===== src/logic/alu_pkg.sv =====
// constants, offsets and types for the logic/compare/inc-dec alu slice
package alu_pkg;
  // register byte offsets on the ahb-lite port
  localparam logic [7:0] OFS_CMD = 8'h00;
  localparam logic [7:0] OFS_ACC = 8'h04;
  localparam logic [7:0] OFS_FLAGS = 8'h08;
  localparam logic [7:0] OFS_IDX = 8'h0C;
  localparam logic [7:0] OFS_STATUS = 8'h10;
  localparam logic [7:0] OFS_REGS = 8'h20;
  localparam logic [7:0] OFS_MEM = 8'h40;
  // flag bit positions in the flag register
  localparam int FLAG_S = 7;
  localparam int FLAG_Z = 6;
  localparam int FLAG_H = 4;
  localparam int FLAG_PV = 2;
  localparam int FLAG_N = 1;
  localparam int FLAG_C = 0;
  // reset values
  localparam logic [7:0] ACC_RST = 8'h00;
  localparam logic [7:0] FLAGS_RST = 8'h00;
  localparam logic [15:0] IDX_RST = 16'h0000;
  // opcode bytes
  localparam logic [7:0] PFX_FIRST = 8'hDD;
  localparam logic [7:0] PFX_SECOND = 8'hFD;
  localparam logic [7:0] OPC_AND_IMM = 8'hE6;
  localparam logic [7:0] OPC_OR_IMM = 8'hF6;
  localparam logic [2:0] CODE_MEM = 3'h6;
  localparam logic [2:0] CODE_ACC = 3'h7;
  // state (t) counts and machine cycle counts per form
  localparam logic [4:0] ST_REG = 5'h04;
  localparam logic [4:0] ST_MEM = 5'h07;
  localparam logic [4:0] ST_INC_PTR = 5'h0A;
  localparam logic [4:0] ST_DEC_PTR = 5'h0B;
  localparam logic [4:0] ST_IDX_RD = 5'h13;
  localparam logic [4:0] ST_IDX_RMW = 5'h17;
  localparam logic [2:0] MC_REG = 3'h1;
  localparam logic [2:0] MC_MEM = 3'h2;
  localparam logic [2:0] MC_PTR_RMW = 3'h3;
  localparam logic [2:0] MC_IDX_RD = 3'h5;
  localparam logic [2:0] MC_IDX_RMW = 3'h6;
  // processor state period and the clock cycles it spans
  localparam int CLK_NS = 5;
  localparam int STATE_NS = 250;
  localparam int STATE_CYC = STATE_NS / CLK_NS;
  // operation kinds
  typedef enum logic [2:0] {
    K_INC = 3'h0, K_DEC = 3'h1, K_AND = 3'h2, K_OR = 3'h3, K_XOR = 3'h4, K_CMP = 3'h5
  } kind_t;
  // sequencer states, one-hot
  typedef enum logic [1:0] {
    S_IDLE = 2'b01,
    S_RUN = 2'b10
  } run_t;
endpackage


===== src/logic/acc_logic_compare_incdec_alu.sv =====
// alu slice: indexed compare, inc/dec, and/or/xor with flags, behind ahb-lite
//
// The implementer's own choices: the register addresses and register access over AHB-Lite.
`timescale 1ns/10ps
module acc_logic_compare_incdec_alu #(
  parameter int MEM_AW = 4, // operand memory address bits
  parameter int STATE_DIV = alu_pkg::STATE_CYC // clock cycles per processor state
) (
  input wire logic hclk,
  input wire logic hresetn,
  input wire logic hsel,
  input wire logic [31:0] haddr,
  input wire logic [1:0] htrans,
  input wire logic hwrite,
  input wire logic [2:0] hsize,
  input wire logic [31:0] hwdata,
  input wire logic hready,
  output logic [31:0] hrdata,
  output logic hreadyout,
  output logic hresp,
  output logic busy
);
  import alu_pkg::*;

  // bus data-phase capture; the address phase is latched here and the
  // data phase is acted on one cycle later, as the bus requires
  logic dp_wr; // write pending in data phase
  logic dp_rd; // read pending in data phase
  logic [7:0] dp_addr; // latched byte address

  // architectural state
  // all of it is software visible through the register window
  logic [7:0] acc; // accumulator
  logic [7:0] flags; // condition flags
  logic [15:0] idx_first; // first index register
  logic [15:0] idx_second; // second index register
  logic [7:0] regs [6]; // general registers, codes 0..5
  logic [7:0] mem [1 << MEM_AW]; // operand memory
  logic [7:0] stat_states; // states of last accepted command
  logic [7:0] stat_mcyc; // machine cycles of last accepted command
  logic illegal; // last command was not executable

  // latched command
  // held for the whole run so bus traffic cannot disturb an operation
  run_t run;
  kind_t k_kind;
  logic [2:0] k_sel; // register code of operand/destination
  logic k_mem; // operand lives in memory
  logic k_imm_use; // operand is the immediate byte
  logic [7:0] k_imm;
  logic [MEM_AW-1:0] k_addr; // memory word index
  logic [4:0] k_states;

  // state divider and counter
  // a processor state lasts STATE_DIV clock cycles; tick marks its end
  logic [$clog2(STATE_DIV+1)-1:0] div;
  logic tick; // one-cycle pulse per processor state
  logic [4:0] st_cnt;
  logic last_state;

  // write strobes
  // commit is the single cycle in which results land
  logic wr_ok;
  logic commit;

  // zero-wait slave: never stalls, always okay
  // the trade: no stall logic, but writes during a run are dropped
  assign hreadyout = 1'b1;
  assign hresp = 1'b0;
  assign busy = (run == S_RUN);

  // address phase capture; only whole-word transfers are expected
  // hsize is not checked, so narrow transfers act as whole words
  always_ff @(posedge hclk or negedge hresetn) begin
    if (!hresetn) begin
      dp_wr <= 1'b0;
      dp_rd <= 1'b0;
      dp_addr <= 8'h00;
    end else if (hready) begin
      // only a selected, active transfer opens a data phase
      dp_wr <= hsel & htrans[1] & hwrite;
      dp_rd <= hsel & htrans[1] & ~hwrite;
      dp_addr <= {haddr[7:2], 2'b00};
    end
  end

  // registers are frozen while a command runs so operands stay stable
  // a dropped write still answers okay, software must poll busy first
  assign wr_ok = dp_wr & ~busy;

  // command decode straight from the written word
  // byte 0 is either the opcode or an index prefix; after a prefix the
  // opcode and the displacement follow in bytes 1 and 2
  // decoding is purely combinational off hwdata during the data phase
  logic [7:0] b0, opc, arg;
  logic pre;
  logic [15:0] ibase, iaddr, ptr;
  logic d_ok, d_mem, d_imm;
  kind_t d_kind;
  logic [2:0] d_sel;
  logic [4:0] d_st;
  logic [2:0] d_mc;
  logic [15:0] d_addr;

  always_comb begin
    b0 = hwdata[7:0];
    pre = (b0 == PFX_FIRST) || (b0 == PFX_SECOND);
    opc = pre ? hwdata[15:8] : b0;
    arg = pre ? hwdata[23:16] : hwdata[15:8];
    ibase = (b0 == PFX_SECOND) ? idx_second : idx_first;
    iaddr = ibase + {{8{arg[7]}}, arg};
    ptr = {regs[4], regs[5]};
    d_addr = pre ? iaddr : ptr;
    // defaults first: anything unmatched stays refused
    d_ok = 1'b0;
    d_mem = 1'b0;
    d_imm = 1'b0;
    d_kind = K_AND;
    d_sel = opc[2:0];
    d_st = ST_REG;
    d_mc = MC_REG;
    if (opc[7:6] == 2'b00 && opc[2:1] == 2'b10) begin
      // increment / decrement family
      d_kind = opc[0] ? K_DEC : K_INC;
      d_sel = opc[5:3];
      d_mem = (opc[5:3] == CODE_MEM);
      // a prefix is only legal with the memory operand
      d_ok = pre ? d_mem : 1'b1;
      if (d_mem && pre) begin
        d_st = ST_IDX_RMW;
        d_mc = MC_IDX_RMW;
      end else if (d_mem) begin
        d_st = opc[0] ? ST_DEC_PTR : ST_INC_PTR;
        d_mc = MC_PTR_RMW;
      end
    end else if (opc[7:6] == 2'b10) begin
      // logic/compare family, operand code in bits 2..0
      d_mem = (opc[2:0] == CODE_MEM);
      case (opc[5:3])
        3'h4: d_kind = K_AND;
        3'h5: d_kind = K_XOR;
        3'h6: d_kind = K_OR;
        3'h7: d_kind = K_CMP;
        // the arithmetic rows are outside this slice
        default: d_kind = K_INC;
      endcase
      // compare only indexed, xor only register in this slice
      d_ok = opc[5] && (pre ? d_mem : 1'b1)
             && !(d_kind == K_CMP && !pre) && !(d_kind == K_XOR && d_mem);
      if (d_mem && pre) begin
        d_st = ST_IDX_RD;
        d_mc = MC_IDX_RD;
      end else if (d_mem) begin
        d_st = ST_MEM;
        d_mc = MC_MEM;
      end
    end else if (!pre && (opc == OPC_AND_IMM || opc == OPC_OR_IMM)) begin
      // immediate forms: operand is byte 1 of the command word
      d_kind = (opc == OPC_AND_IMM) ? K_AND : K_OR;
      d_imm = 1'b1;
      d_ok = 1'b1;
      d_st = ST_MEM;
      d_mc = MC_MEM;
    end
  end

  // command latch and status
  // a refused command only raises illegal; the last good status stays
  always_ff @(posedge hclk or negedge hresetn) begin
    if (!hresetn) begin
      k_kind <= K_AND;
      k_sel <= 3'h0;
      k_mem <= 1'b0;
      k_imm_use <= 1'b0;
      k_imm <= 8'h00;
      k_addr <= '0;
      k_states <= ST_REG;
      stat_states <= 8'h00;
      stat_mcyc <= 8'h00;
      illegal <= 1'b0;
    end else if (wr_ok && dp_addr == OFS_CMD) begin
      illegal <= ~d_ok;
      if (d_ok) begin
        k_kind <= d_kind;
        k_sel <= d_sel;
        k_mem <= d_mem;
        k_imm_use <= d_imm;
        k_imm <= arg;
        k_addr <= d_addr[MEM_AW-1:0];
        k_states <= d_st;
        stat_states <= {3'h0, d_st};
        stat_mcyc <= {5'h0, d_mc};
      end
    end
  end

  // sequencer: runs the command for its documented state count
  assign tick = (div == STATE_DIV - 1);
  assign last_state = tick && (st_cnt == k_states - 5'h01);
  assign commit = busy && last_state;

  // a command can only start from idle, so a write during a run is lost
  always_ff @(posedge hclk or negedge hresetn) begin
    if (!hresetn) begin
      run <= S_IDLE;
    end else begin
      case (run)
        S_IDLE: if (wr_ok && dp_addr == OFS_CMD && d_ok) run <= S_RUN;
        S_RUN: if (last_state) run <= S_IDLE;
        default: run <= S_IDLE;
      endcase
    end
  end

  // state divider and state counter, restarted per command
  // holding both at zero while idle makes every command start on a
  // clean state boundary
  always_ff @(posedge hclk or negedge hresetn) begin
    if (!hresetn) begin
      div <= '0;
      st_cnt <= 5'h00;
    end else if (!busy) begin
      div <= '0;
      st_cnt <= 5'h00;
    end else if (tick) begin
      div <= '0;
      st_cnt <= st_cnt + 5'h01;
    end else begin
      div <= div + 1'b1;
    end
  end

  // operand fetch and result/flag computation
  // one shared unit; the kind latched with the command picks the result
  logic [7:0] opnd, res;
  logic [8:0] diff;
  logic [7:0] nflags;

  always_comb begin
    if (k_imm_use) opnd = k_imm;
    else if (k_mem) opnd = mem[k_addr];
    else if (k_sel == CODE_ACC) opnd = acc;
    else opnd = regs[k_sel];
    diff = {1'b0, acc} - {1'b0, opnd};
    nflags = flags;
    res = acc;
    case (k_kind)
      K_INC: begin
        // half-carry out of bit 3, overflow only from 7F
        res = opnd + 8'h01;
        nflags[FLAG_H] = (opnd[3:0] == 4'hF);
        nflags[FLAG_PV] = (opnd == 8'h7F);
        nflags[FLAG_N] = 1'b0;
      end
      K_DEC: begin
        // borrow into bit 3, overflow only from 80
        res = opnd - 8'h01;
        nflags[FLAG_H] = (opnd[3:0] == 4'h0);
        nflags[FLAG_PV] = (opnd == 8'h80);
        nflags[FLAG_N] = 1'b1;
      end
      K_CMP: begin
        // all flags follow the subtraction; the difference is discarded
        res = diff[7:0];
        nflags[FLAG_C] = diff[8];
        nflags[FLAG_H] = (acc[3:0] < opnd[3:0]);
        nflags[FLAG_PV] = (acc[7] ^ opnd[7]) & (acc[7] ^ diff[7]);
        nflags[FLAG_N] = 1'b1;
      end
      default: begin
        // and, or, xor share one flag recipe
        if (k_kind == K_AND) res = acc & opnd;
        else if (k_kind == K_OR) res = acc | opnd;
        else res = acc ^ opnd;
        nflags[FLAG_C] = 1'b0;
        nflags[FLAG_H] = (k_kind == K_AND);
        nflags[FLAG_PV] = ~^res;
        nflags[FLAG_N] = 1'b0;
      end
    endcase
    nflags[FLAG_S] = res[7];
    nflags[FLAG_Z] = (res == 8'h00);
  end

  // flag register: bus write when idle, alu update at commit
  // the two sources never meet: bus writes need idle, commit needs a run
  always_ff @(posedge hclk or negedge hresetn) begin
    if (!hresetn) flags <= FLAGS_RST;
    else if (commit) flags <= nflags;
    else if (wr_ok && dp_addr == OFS_FLAGS) flags <= hwdata[7:0];
  end

  // accumulator: compare never writes it
  // inc/dec only write it when the destination code is seven
  logic acc_dst;
  assign acc_dst = (k_kind == K_AND) || (k_kind == K_OR) || (k_kind == K_XOR)
                   || ((k_kind == K_INC || k_kind == K_DEC) && !k_mem && k_sel == CODE_ACC);

  always_ff @(posedge hclk or negedge hresetn) begin
    if (!hresetn) acc <= ACC_RST;
    else if (commit && acc_dst) acc <= res;
    else if (wr_ok && dp_addr == OFS_ACC) acc <= hwdata[7:0];
  end

  // index registers
  // both are written by one word; there is no way to write only one
  always_ff @(posedge hclk or negedge hresetn) begin
    if (!hresetn) begin
      idx_first <= IDX_RST;
      idx_second <= IDX_RST;
    end else if (wr_ok && dp_addr == OFS_IDX) begin
      idx_first <= hwdata[15:0];
      idx_second <= hwdata[31:16];
    end
  end

  // general registers, one per generate entry
  // codes 4 and 5 form the pointer pair used for memory operands
  for (genvar g = 0; g < 6; g++) begin : g_reg
    always_ff @(posedge hclk or negedge hresetn) begin
      if (!hresetn) regs[g] <= 8'h00;
      else if (commit && !k_mem && !acc_dst && (k_kind == K_INC || k_kind == K_DEC)
               && k_sel == 3'(g)) regs[g] <= res;
      else if (wr_ok && dp_addr == OFS_REGS + 8'(4 * g)) regs[g] <= hwdata[7:0];
    end
  end

  // operand memory, read-modify-write target for memory inc/dec
  // only the low MEM_AW bits of an effective address select a byte
  for (genvar m = 0; m < (1 << MEM_AW); m++) begin : g_mem
    always_ff @(posedge hclk or negedge hresetn) begin
      if (!hresetn) mem[m] <= 8'h00;
      else if (commit && k_mem && (k_kind == K_INC || k_kind == K_DEC)
               && k_addr == MEM_AW'(m)) mem[m] <= res;
      else if (wr_ok && dp_addr == OFS_MEM + 8'(4 * m)) mem[m] <= hwdata[7:0];
    end
  end

  // read mux in the data phase; unmapped offsets read zero
  // combinational so a read right after a write sees the new value
  always_comb begin
    hrdata = 32'h0000_0000;
    if (dp_rd) begin
      if (dp_addr == OFS_ACC) hrdata = {24'h0, acc};
      else if (dp_addr == OFS_FLAGS) hrdata = {24'h0, flags};
      else if (dp_addr == OFS_IDX) hrdata = {idx_second, idx_first};
      else if (dp_addr == OFS_STATUS) hrdata = {8'h0, stat_mcyc, stat_states, 6'h0, illegal, busy};
      // codes 6 and 7 have no slot here: memory and acc are mapped apart
      else if (dp_addr >= OFS_REGS && dp_addr < OFS_REGS + 8'h18)
        hrdata = {24'h0, regs[3'(dp_addr[4:2])]};
      else if (dp_addr >= OFS_MEM && dp_addr < OFS_MEM + 8'(4 << MEM_AW))
        hrdata = {24'h0, mem[dp_addr[MEM_AW+1:2]]};
    end
  end
endmodule


===== config.mk =====
export PLATFORM = sky130hd
export DESIGN_NAME = acc_logic_compare_incdec_alu
export DESIGN_NICKNAME = d
export VERILOG_FILES = /design/src/logic/alu_pkg.sv /design/src/logic/acc_logic_compare_incdec_alu.sv
export SDC_FILE = /design/constraint.sdc
export NUM_CORES = 1
export LEC_CHECK = 0
export BUFFER_PORTS_ARGS = -buffer_cell sky130_fd_sc_hd__buf_2
export CAP_MARGIN = 30
export CORE_MARGIN = 5
export CORE_UTILIZATION = 40
export CTS_CLUSTER_SIZE = 30
export DETAILED_ROUTE_END_ITERATION = 8
export SYNTH_ARGS = -nofsm -noshare
export SYNTH_HDL_FRONTEND = slang
export SYNTH_SLANG_ARGS = --single-unit

===== constraint.sdc =====
create_clock -name hclk -period 8.65 [get_ports hclk]
set_clock_uncertainty 0.15 [all_clocks]
set_input_delay 0.865 -clock hclk [delete_from_list [all_inputs] [get_ports hclk]]
set_output_delay 0.865 -clock hclk [all_outputs]
set_load 0.005 [all_outputs]

Yosys cells after proc, flatten, opt, wreduce, memory -nomap -nowiden
Index checks and enable logic that the tools add are counted.
{"block": "word_totals", "regBits": 279, "inputBits": 74, "output_inout_bits": 35, "elab_cells": 394}
{"block": "classes", "n_addsub": 7, "n_lt_le_gt_ge": 9, "n_eq_ne": 76, "muxes": 121, "bitwise": 18, "reduce_logical": 119}
{"op": "$mux W8", "count": 66}
{"op": "$mux W32", "count": 4}
{"op": "$eq A6 B5 Y1 const B", "count": 16}
{"op": "$logic_and A1 B1 Y1", "count": 70}
{"op": "$bmux W8 S4", "count": 2}
{"op": "$bmux W8 S3", "count": 2}
{"op": "$reduce_bool A2 Y1", "count": 24}
{"op": "$eq A8 B8 Y1 const B", "count": 5}
{"op": "$eq A3 B3 Y1 const B", "count": 12}
{"op": "$eq A4 B4 Y1 const B", "count": 9}
{"op": "$eq A6 B4 Y1 const B", "count": 6}
{"op": "$mux W5", "count": 6}
{"op": "$mux W3", "count": 9}
{"op": "$pmux W8 S3", "count": 1}
{"op": "$mux W19", "count": 1}
{"op": "$eq A4 B3 Y1 const B", "count": 4}
{"op": "$logic_not A8 Y1", "count": 2}
{"op": "$mux W2", "count": 7}
{"op": "$mux W1", "count": 13}
{"op": "$eq A3 B2 Y1 const B", "count": 4}
{"op": "$eq A6 B2 Y1 const B", "count": 2}
{"op": "$mux W4", "count": 3}
{"op": "$mux W6", "count": 2}
{"op": "$pmux W3 S4", "count": 1}
{"op": "47 further kinds", "count": 79}

Longest topological paths before layout
Gate-level depths: netlist (run 1).
{"block": "logic_depth", "ltp_word": 17, "mapped_depth": 19}

Worst setup path before layout (run 1)
OpenSTA, ideal clock, no wires.
{"block": "synth_path", "kind": "flip-flop to flip-flop", "startpoint": "register k_addr[0]", "endpoint": "register mem[63] (netlist name)", "arrival_ns": 4.782, "required_time_ns": 8.363, "path_slack_ns": 3.581, "stages_incl_launch_ff": 19, "path_buffers": 5, "synth_period_minus_slack_ns": 5.069, "cell_sequence": "dfrtp_1 -> buf_2 -> buf_2 -> buf_2 -> buf_2 -> mux4_2 -> mux4_2 -> a21oi_1 -> o21a_1 -> ha_1 -> and3b_1 -> a2111o_1 -> o311ai_0 -> xor2_1 -> a21oi_1 -> or4b_1 -> nand3_1 -> buf_4 -> a21oi_1"}
{"block": "synth_via", "elab_chain_len": 12}
{"item": "start, declared", "line": "acc_logic_compare_incdec_alu.sv:51", "text": "logic [MEM_AW-1:0] k_addr;"}
{"item": "start signal, assigned", "line": "acc_logic_compare_incdec_alu.sv:189", "text": "k_addr <= d_addr[MEM_AW-1:0];"}
{"item": "branches (longest 12 deep; another with $sub A8 B8 Y9)"}
{"item": "end signal, assigned by index", "line": "acc_logic_compare_incdec_alu.sv:335", "text": "else if (wr_ok && dp_addr == OFS_MEM + 8'(4 * m)) mem[m] <= hwdata[7:0];"}
{"item": "end, declared", "line": "acc_logic_compare_incdec_alu.sv:38", "text": "logic [7:0] mem [1 << MEM_AW];"}
Several ways; the timed one is not identified. The select of a mux whose other input is x is not followed.
A chain may end at the register's enable or synchronous reset.

Worst setup path after layout (run 1)
{"block": "layout_path", "startpoint": "register k_addr[0]", "endpoint": "register regs[47] (netlist name)"}
{"block": "layout_via", "elab_chain_len": 12}
{"item": "$not A4 Y5 (implied by the code) (*)", "line": "acc_logic_compare_incdec_alu.sv:241", "text": "else if (k_mem) opnd = mem[k_addr];"}
{"item": "$bmux W8 S4 (*)", "line": "acc_logic_compare_incdec_alu.sv:241"}
{"item": "$mux W8 (implied by the code) (*) (2 in a row)", "line": "acc_logic_compare_incdec_alu.sv:241"}
{"item": "$mux W8 (*)", "line": "acc_logic_compare_incdec_alu.sv:241"}
{"item": "$mux W8 (*)", "line": "acc_logic_compare_incdec_alu.sv:240", "text": "if (k_imm_use) opnd = k_imm;"}
{"item": "branches (longest 4 deep; another with $sub A8 B8 Y9)"}
{"item": "$pmux W8 S3 (*)", "line": "acc_logic_compare_incdec_alu.sv:247", "text": "case (k_kind)"}
{"item": "$mux W8 (*)", "line": "acc_logic_compare_incdec_alu.sv:322", "text": "else if (commit && !k_mem && !acc_dst && (k_kind == K_INC || k_kind == K_DEC)"}
{"item": "end signal, assigned by index", "line": "acc_logic_compare_incdec_alu.sv:324", "text": "else if (wr_ok && dp_addr == OFS_REGS + 8'(4 * g)) regs[g] <= hwdata[7:0];"}
{"item": "end, declared", "line": "acc_logic_compare_incdec_alu.sv:37", "text": "logic [7:0] regs [6];"}
Every way passes the cells marked *. The select of a mux whose other input is x is not followed.

==> results of run 1 <==
==> final cells by class <==
class	count	area, sq um
Inverter	51	191
Fill cell	4179	24300
Tap cell	592	741
Clock buffer	37	828
Timing Repair Buffer	119	749
Multi-Input combinational cell	1304	10200
Sequential cell	274	6870
Clock inverter	21	398
==> cells in the final DEF, fill, tap and decap left out, types with 5 or more instances in the layout <==
cell       synthesis  routed
a221o_1           37      37
buf_4             10      39
a211o_1            6       6
and3_1             5       5
a21o_1            21      21
a21oi_1          138     137
o21ai_0           40      40
ha_1              37      37
nor3b_1            8       8
bufinv_16          0      11
and2_1            31      31
a211oi_1         100     100
o221ai_1           9       8
mux2_2            64      64
a22oi_1           40      39
nor2_1           134     134
nor3_1            48      47
mux4_2            92      92
mux2i_1           25      25
xor2_1            15      15
nand3_1           18      18
xnor2_1           16      16
buf_2             26      75
o21bai_1           5       5
nor2b_1           92      92
or3_1              5       5
nand2b_1          18      18
clkbuf_16          0      31
a221oi_1          16      16
nor4_1             6       6
or2_2              5       5
o21a_1             6       6
dfrtp_1          271     267
o211ai_1          10      10
nand4_1            9       9
nand2_1          147     147
inv_1             48      48
a22o_1            21      21
o22ai_1           11      11
clkinv_2           0       8
==> registers in the layout (all words and copies together), names as in the netlist, 4 cells and up <==
signal and cells:
mem 128, regs 32, idx_first 16, idx_second 16, ptr 16, acc 8, flags 8, k_imm 8
div 6, dp_addr 6, k_states 5, st_cnt 5, k_addr 4
==> metal layers <==
| layer | wire length, microns | track usage |
|---|---|---|
| met5 | 14 | 0 |
| met4 | 1620 | 0.0606 |
| met3 | 6600 | 0.0616 |
| met2 | 26800 | 0.364 |
| met1 | 25700 | 0.346 |
==> power breakdown <==
part / internal [uW] / switching [uW] / total (uW)
clock network: 1010 / 583 / 1590
logic: 365 / 514 / 879
registers: 1400 / 117 / 1520
==> path summary, 6_finish.rpt <==
path,endpoint,slack [ps]
worst max register to register,regs[47]$_DFFE_PN0P_,2050
worst min-delay path,idx_first[15]$_DFFE_PN0P_,230
max in group asynchronous,k_addr[0]$_DFFE_PN0P_,6570
min in group hclk,flags[5]$_DFFE_PN0P_,340
worst max-delay path,regs[47]$_DFFE_PN0P_,2050
worst min register to register,flags[5]$_DFFE_PN0P_,340
==> cells by family (layout without fill, tap and decap cells) <==
group,after synthesis,count (layout),synth area share
AND/OR/NAND/NOR,552,552,0.155
AO/OA/AOI/OAI,495,495,0.194
flip-flops,274,274,0.383
buffers and inverters,210,228,0.0496
multiplexers,182,182,0.171
adder cells (fa/ha/maj),40,40,0.0292
XOR/XNOR,33,33,0.0177
other,2,2,0.000419
==> through the flow <==
| stage | utilization | hold slack [ps] |
|---|---|---|
| after floorplan | - | 296 |
| after global placement | 0.421 | 316 |
| after detailed placement | 0.423 | 326 |
| after CTS | 0.451 | 249 |
| after global routing | 0.451 | 302 |
| final | 0.451 | 231 |
==> results.json, run 1 <==
{
  "finalSetupTns_ps": 0,
  "yosys_warnings": 0,
  "dpl.hpwl_microns": 41400,
  "initialDrtViolationCount": 1729,
  "clkSinkCount": 274,
  "synth_cells": 1788,
  "timing.slew.headroom": 0.259,
  "final.setup.worst_slack_ps": 2050,
  "synth.distinct_cells": 83,
  "final_cells": 2398,
  "nNetsFinal": 1895,
  "crit_start": "k_addr[0]$_DFFE_PN0P_",
  "yosys.area.top_type": "dfrtp_1",
  "path_depth": 16,
  "num_rows": 77,
  "synth_most_common_cell": "dfrtp_1",
  "async_flop_share": 1.00,
  "dr.pass1.iters": 6,
  "critical_path.endpoint_type": "flip-flop",
  "die_w_microns": 222,
  "insertion_delay_ps": 600,
  "core_area_sq_um": 44300,
  "area_growth_pct": 11.6,
  "yosysTopAreaCellShare": 0.378,
  "cts_resized": 0,
  "critical-path-top-delay-family": "compound AO/OA/AOI/OAI gates",
  "grt_setup_unrepaired": "no",
  "grt_max_degree": 126,
  "cts_tree": "yes",
  "io_buffers": 76,
  "antenna_left": 0,
  "dp_slack_ps": 2080,
  "ios": 109,
  "drive_above_1_share": 0.202,
  "ir_worst_vdd_mv": 0.152,
  "detail_route.wl_per_cell_microns": 25.3,
  "cp_num_buf_inv": 3,
  "crit_path_frequent_cell": "a21oi_1",
  "worst-setup-path-type": "reg -> reg",
  "synthesis.nets": 1902,
  "drt-total-wl_microns": 60800,
  "setup-violations-final": 0,
  "numCtsBuffers": 31,
  "power_density_nw_per_um2": 200,
  "ys_seq_area_frac": 0.383,
  "htree_levels": 1,
  "antenna_found_initial": 1,
  "synth_seq_cells": 274,
  "synthFlopType": "dfrtp_1",
  "hold_viol": 0,
  "crit_arrival_ps": 6890,
  "status": "finished clean",
  "crit_required_ps": 8940,
  "cp_max_fo": 26,
  "maxCapViolCount": 0,
  "max_stage_delay_ps": 950,
  "dp.cells": 2339,
  "initial_core_util": 0.404,
  "syn_avg_cell_area_sq_um": 10.0,
  "min_period_over_period": 0.764,
  "ys_top_cells_by_count": "dfrtp_1 (271), nand2_1 (147), a21oi_1 (138), nor2_1 (134), clkbuf_1 (111)",
  "rr_worst_depth": 16,
  "grt_pass1_wl_microns": 93300,
  "cp_slowest_cell": "dfrtp_2",
  "synth_edf_count": 0,
  "cts_buffer_depth": 3,
  "path_cells": "buf_4 > mux4_2 > mux4_2 > a21oi_1 > o21ai_0 > inv_1 > ha_1 > nor3b_1 > a2111o_1 > o311ai_0 > xor2_1 > a21oi_1 > or4b_1 > nand3_1 > buf_4 > a21oi_1",
  "vias_per_cell": 6.35,
  "synth_area_leaders": "dfrtp_1 (38%), mux4_2 (12%), a211oi_1 (4.2%), mux2_2 (4.0%), a21oi_1 (3.9%)",
  "die-area_sq_um": 49100,
  "clk_pin_slew_ps": 70,
  "finalMaxSlewViolations": 0,
  "grt.overflow.total": 0,
  "place_congestion": 0.929,
  "grt_usage": 0.240,
  "n_antenna_cell": 0,
  "reg2reg_from": "k_addr[0]$_DFFE_PN0P_",
  "die_h_microns": 222,
  "vias": 15200,
  "final_cell_area_sq_um": 20000,
  "placed_area_sq_um": 18800,
  "drc_errors": 0,
  "min_period_ps": 6600,
  "synth_area_sq_um": 17900,
  "timing.hold.worst.class": "in -> async",
  "grt_pass1_vias": 14900,
  "critPathLaunchType": "flip-flop",
  "power_uw": 3990,
  "hold_buffers": 0,
  "fmax_mhz": 151,
  "worst_slew_pin_slew_ps": 1080,
  "leakagePower_uw": 0.00869,
  "cts_setup_buffers": 0,
  "cts_root_buf": "clkbuf_16"
}
Note: power is estimated with default switching activity, not from simulation.
==> run 2, diff against run 1 <==
- ABC_AREA: unset -> 1
- clock period: 8.65 -> 5.9 ns (I/O delays scaled with it)
==> run 2 against run 1 <==
  * Combinational power grew 11%
  * Register-to-register slack worse by 1300 ps
  * Final area is 2.0% lower
  * Via count up 18%
  * Fmax increased by 27%
  * First-iteration DRC count is 34% higher
  * Highest routed layer is now met4
  * Cell count rose by 24%
==> results.json, run 2 <==
{
  "htree_levels": 1,
  "timing.hold.worst.class": "in -> reg",
  "ios": 109,
  "synth.distinct_cells": 54,
  "crit_start": "k_addr[0]$_DFFE_PN0P_",
  "nNetsFinal": 2472,
  "cp_max_fo": 14,
  "grt_max_degree": 183,
  "ir_worst_vdd_mv": 0.193,
  "grt_setup_unrepaired": "no",
  "io_buffers": 76,
  "clk_pin_slew_ps": 60,
  "rr_worst_depth": 21,
  "clkSinkCount": 274,
  "layout_commonest_cell": "nand2_1",
  "antenna_left": 0,
  "yosysTopAreaCellShare": 0.391,
  "largest_register_ffs": 128,
  "worst_slew_pin_slew_ps": 1170,
  "die-area_sq_um": 47600,
  "die_w_microns": 218,
  "synthesis.nets": 2402,
  "numCtsBuffers": 31,
  "synth_cells": 2288,
  "leakagePower_uw": 0.00926,
  "dr.pass1.iters": 6,
  "hold_buffers": 1,
  "final_cell_mix": "nand2_1 (496), inv_1 (325), dfrtp_1 (271), nor2_1 (171), o21ai_0 (161)",
  "vias_per_cell": 6.05,
  "synthFlopType": "dfrtp_1",
  "hold_viol": 0,
  "fin_util": 0.456,
  "antenna_found_initial": 1,
  "cts_setup_buffers": 0,
  "syn_avg_cell_area_sq_um": 7.58,
  "min_period_over_period": 0.882,
  "num_rows": 76,
  "worst-setup-path-type": "reg -> reg",
  "reg2reg_to": "mem[6]$_DFFE_PN0P_",
  "critical_path.endpoint_type": "flip-flop",
  "synth_seq_cells": 274,
  "endpoint": "mem[6]$_DFFE_PN0P_",
  "min_period_ps": 5200,
  "grt_usage": 0.304,
  "dpl.hpwl_microns": 52900,
  "ys_seq_area_frac": 0.396,
  "grt_pass1_vias": 17200,
  "cts_tree": "yes",
  "power_density_nw_per_um2": 254,
  "synth_area_sq_um": 17300,
  "place_congestion": 1.03,
  "initial_core_util": 0.404,
  "cts_resized": 0,
  "detail_route.wl_per_cell_microns": 25.1,
  "vias": 17900,
  "synth_edf_count": 0,
  "setup-violations-final": 0,
  "grt_pass1_wl_microns": 110000,
  "initialDrtViolationCount": 2313,
  "finalMaxSlewViolations": 0,
  "synth_most_common_cell": "nand2_1",
  "crit_required_ps": 6190,
  "drc_errors": 0,
  "maxCapViolCount": 0,
  "insertion_delay_ps": 600,
  "finalSetupTns_ps": 0,
  "drive_above_1_share": 0.113,
  "reg2reg_from": "k_addr[0]$_DFFE_PN0P_",
  "synth_area_leaders": "dfrtp_1 (39%), nand2_1 (11%), inv_1 (7.0%), o221ai_1 (5.9%), o22ai_1 (5.6%)",
  "core_area_sq_um": 43000,
  "yosys.area.top_type": "dfrtp_1",
  "regMostFlops": "mem",
  "grt.overflow.total": 0,
  "ys_top_cells_by_count": "nand2_1 (496), inv_1 (325), dfrtp_1 (271), nor2_1 (173), o21ai_0 (161)",
  "area_growth_pct": 13.0,
  "reg_top3": "mem x128, regs x32",
  "timing.slew.headroom": 0.218,
  "cts_buffer_depth": 3,
  "yosys_warnings": 0,
  "r2r_slack_ps": 700,
  "drt-total-wl_microns": 74600,
  "crit_arrival_ps": 5490,
  "async_flop_share": 1.00,
  "critPathLaunchType": "flip-flop",
  "die_h_microns": 218,
  "status": "finished clean",
  "cts_root_buf": "clkbuf_16",
  "fmax_mhz": 192
}
run 2: cell count changes in the layout (fill, tap and decap cells not counted), moves of 108 or more:
cell,change
nand2_1,+349
inv_1,+277
o22ai_1,+144
o21ai_0,+121
o221ai_1,+108
run 2: power breakdown:
group,total [uW],leakage (uW),switching (uW),internal [uW]
combinational,980,0.00598,740,240
clock,2080,0.000521,855,1220
sequential,1930,0.00277,26.6,1900
total,4980,0.00926,1620,3360
run 2: final cells by class:
cell class                      instances  area, sq um
Fill cell                            4408        23400
Multi-Input combinational cell       1579         8780
Sequential cell                       274         6860
Inverter                              338         1270
Clock buffer                           44          895
Timing Repair Buffer                  134          891
Tap cell                              585          732
Clock inverter                         12          173
Antenna cell                            1         2.50
run 2: kinds of logic after synthesis:
group,count (synthesis),synth area share
other,2,0.000433
buffers and inverters,435,0.0985
XOR/XNOR,16,0.00808
AO/OA/AOI/OAI,665,0.253
adder cells (fa/ha/maj),40,0.0302
AND/OR/NAND/NOR,839,0.203
flip-flops,274,0.396
multiplexers,17,0.0110
run 2: per-stage QoR:
stage	hold WS (ps)	std cells	setup WS [ps]	instance area (sq um)	power [uW]
after floorplan	144	2288	2180	17300	2420
after global placement	317	2909	974	18500	2890
after detailed placement	324	2909	890	18500	2890
after CTS	29.8	2966	843	19600	4960
after global routing	60.1	2966	508	19600	5120
final	49.1	2967	698	19600	4980
run 2: how the worst min path moves through the flow:
stage | from | endpoint | slack [ps] | depth (start not counted)
floorplan | hresetn | acc[0]$_DFFE_PN0P_ | 140 | 0
global placement | idx_second[2]$_DFFE_PN0P_ | idx_second[2]$_DFFE_PN0P_ | 320 | 2
detailed placement | k_imm[0]$_DFFE_PN0P_ | k_imm[0]$_DFFE_PN0P_ | 320 | 2
CTS | haddr[6] | dp_addr[6]$_DFFE_PN0P_ | 30 | 3
global route | haddr[2] | dp_addr[2]$_DFFE_PN0P_ | 60 | 3
finish | haddr[6] | dp_addr[6]$_DFFE_PN0P_ | 50 | 3
run 2: per-layer routing:
| layer | GRT usage | vias to the layer above | part of all wire |
|---|---|---|---|
| met5 | 0 | - | 0 |
| met4 | 0.125 | 0 | 0.047 |
| met3 | 0.0975 | 208 | 0.13 |
| met2 | 0.436 | 1170 | 0.42 |
| met1 | 0.425 | 8512 | 0.41 |
| li1 | - | 8048 | - |
run 2: critical path, cell delays in order (launching register included):
cell,delay (ps)
dfrtp_1,470
buf_4,240
nor2_1,560
nand2_1,80
o21ai_0,140
o21ai_0,190
nand4_1,250
o21ai_0,170
o21ai_0,620
inv_1,190
ha_1,400
nand3_1,90
nand2_1,90
nand2_1,70
nand2_1,70
a21oi_1,70
or2_2,290
nand3_1,100
nand3_1,150
inv_1,240
buf_4,240
o221ai_1,130
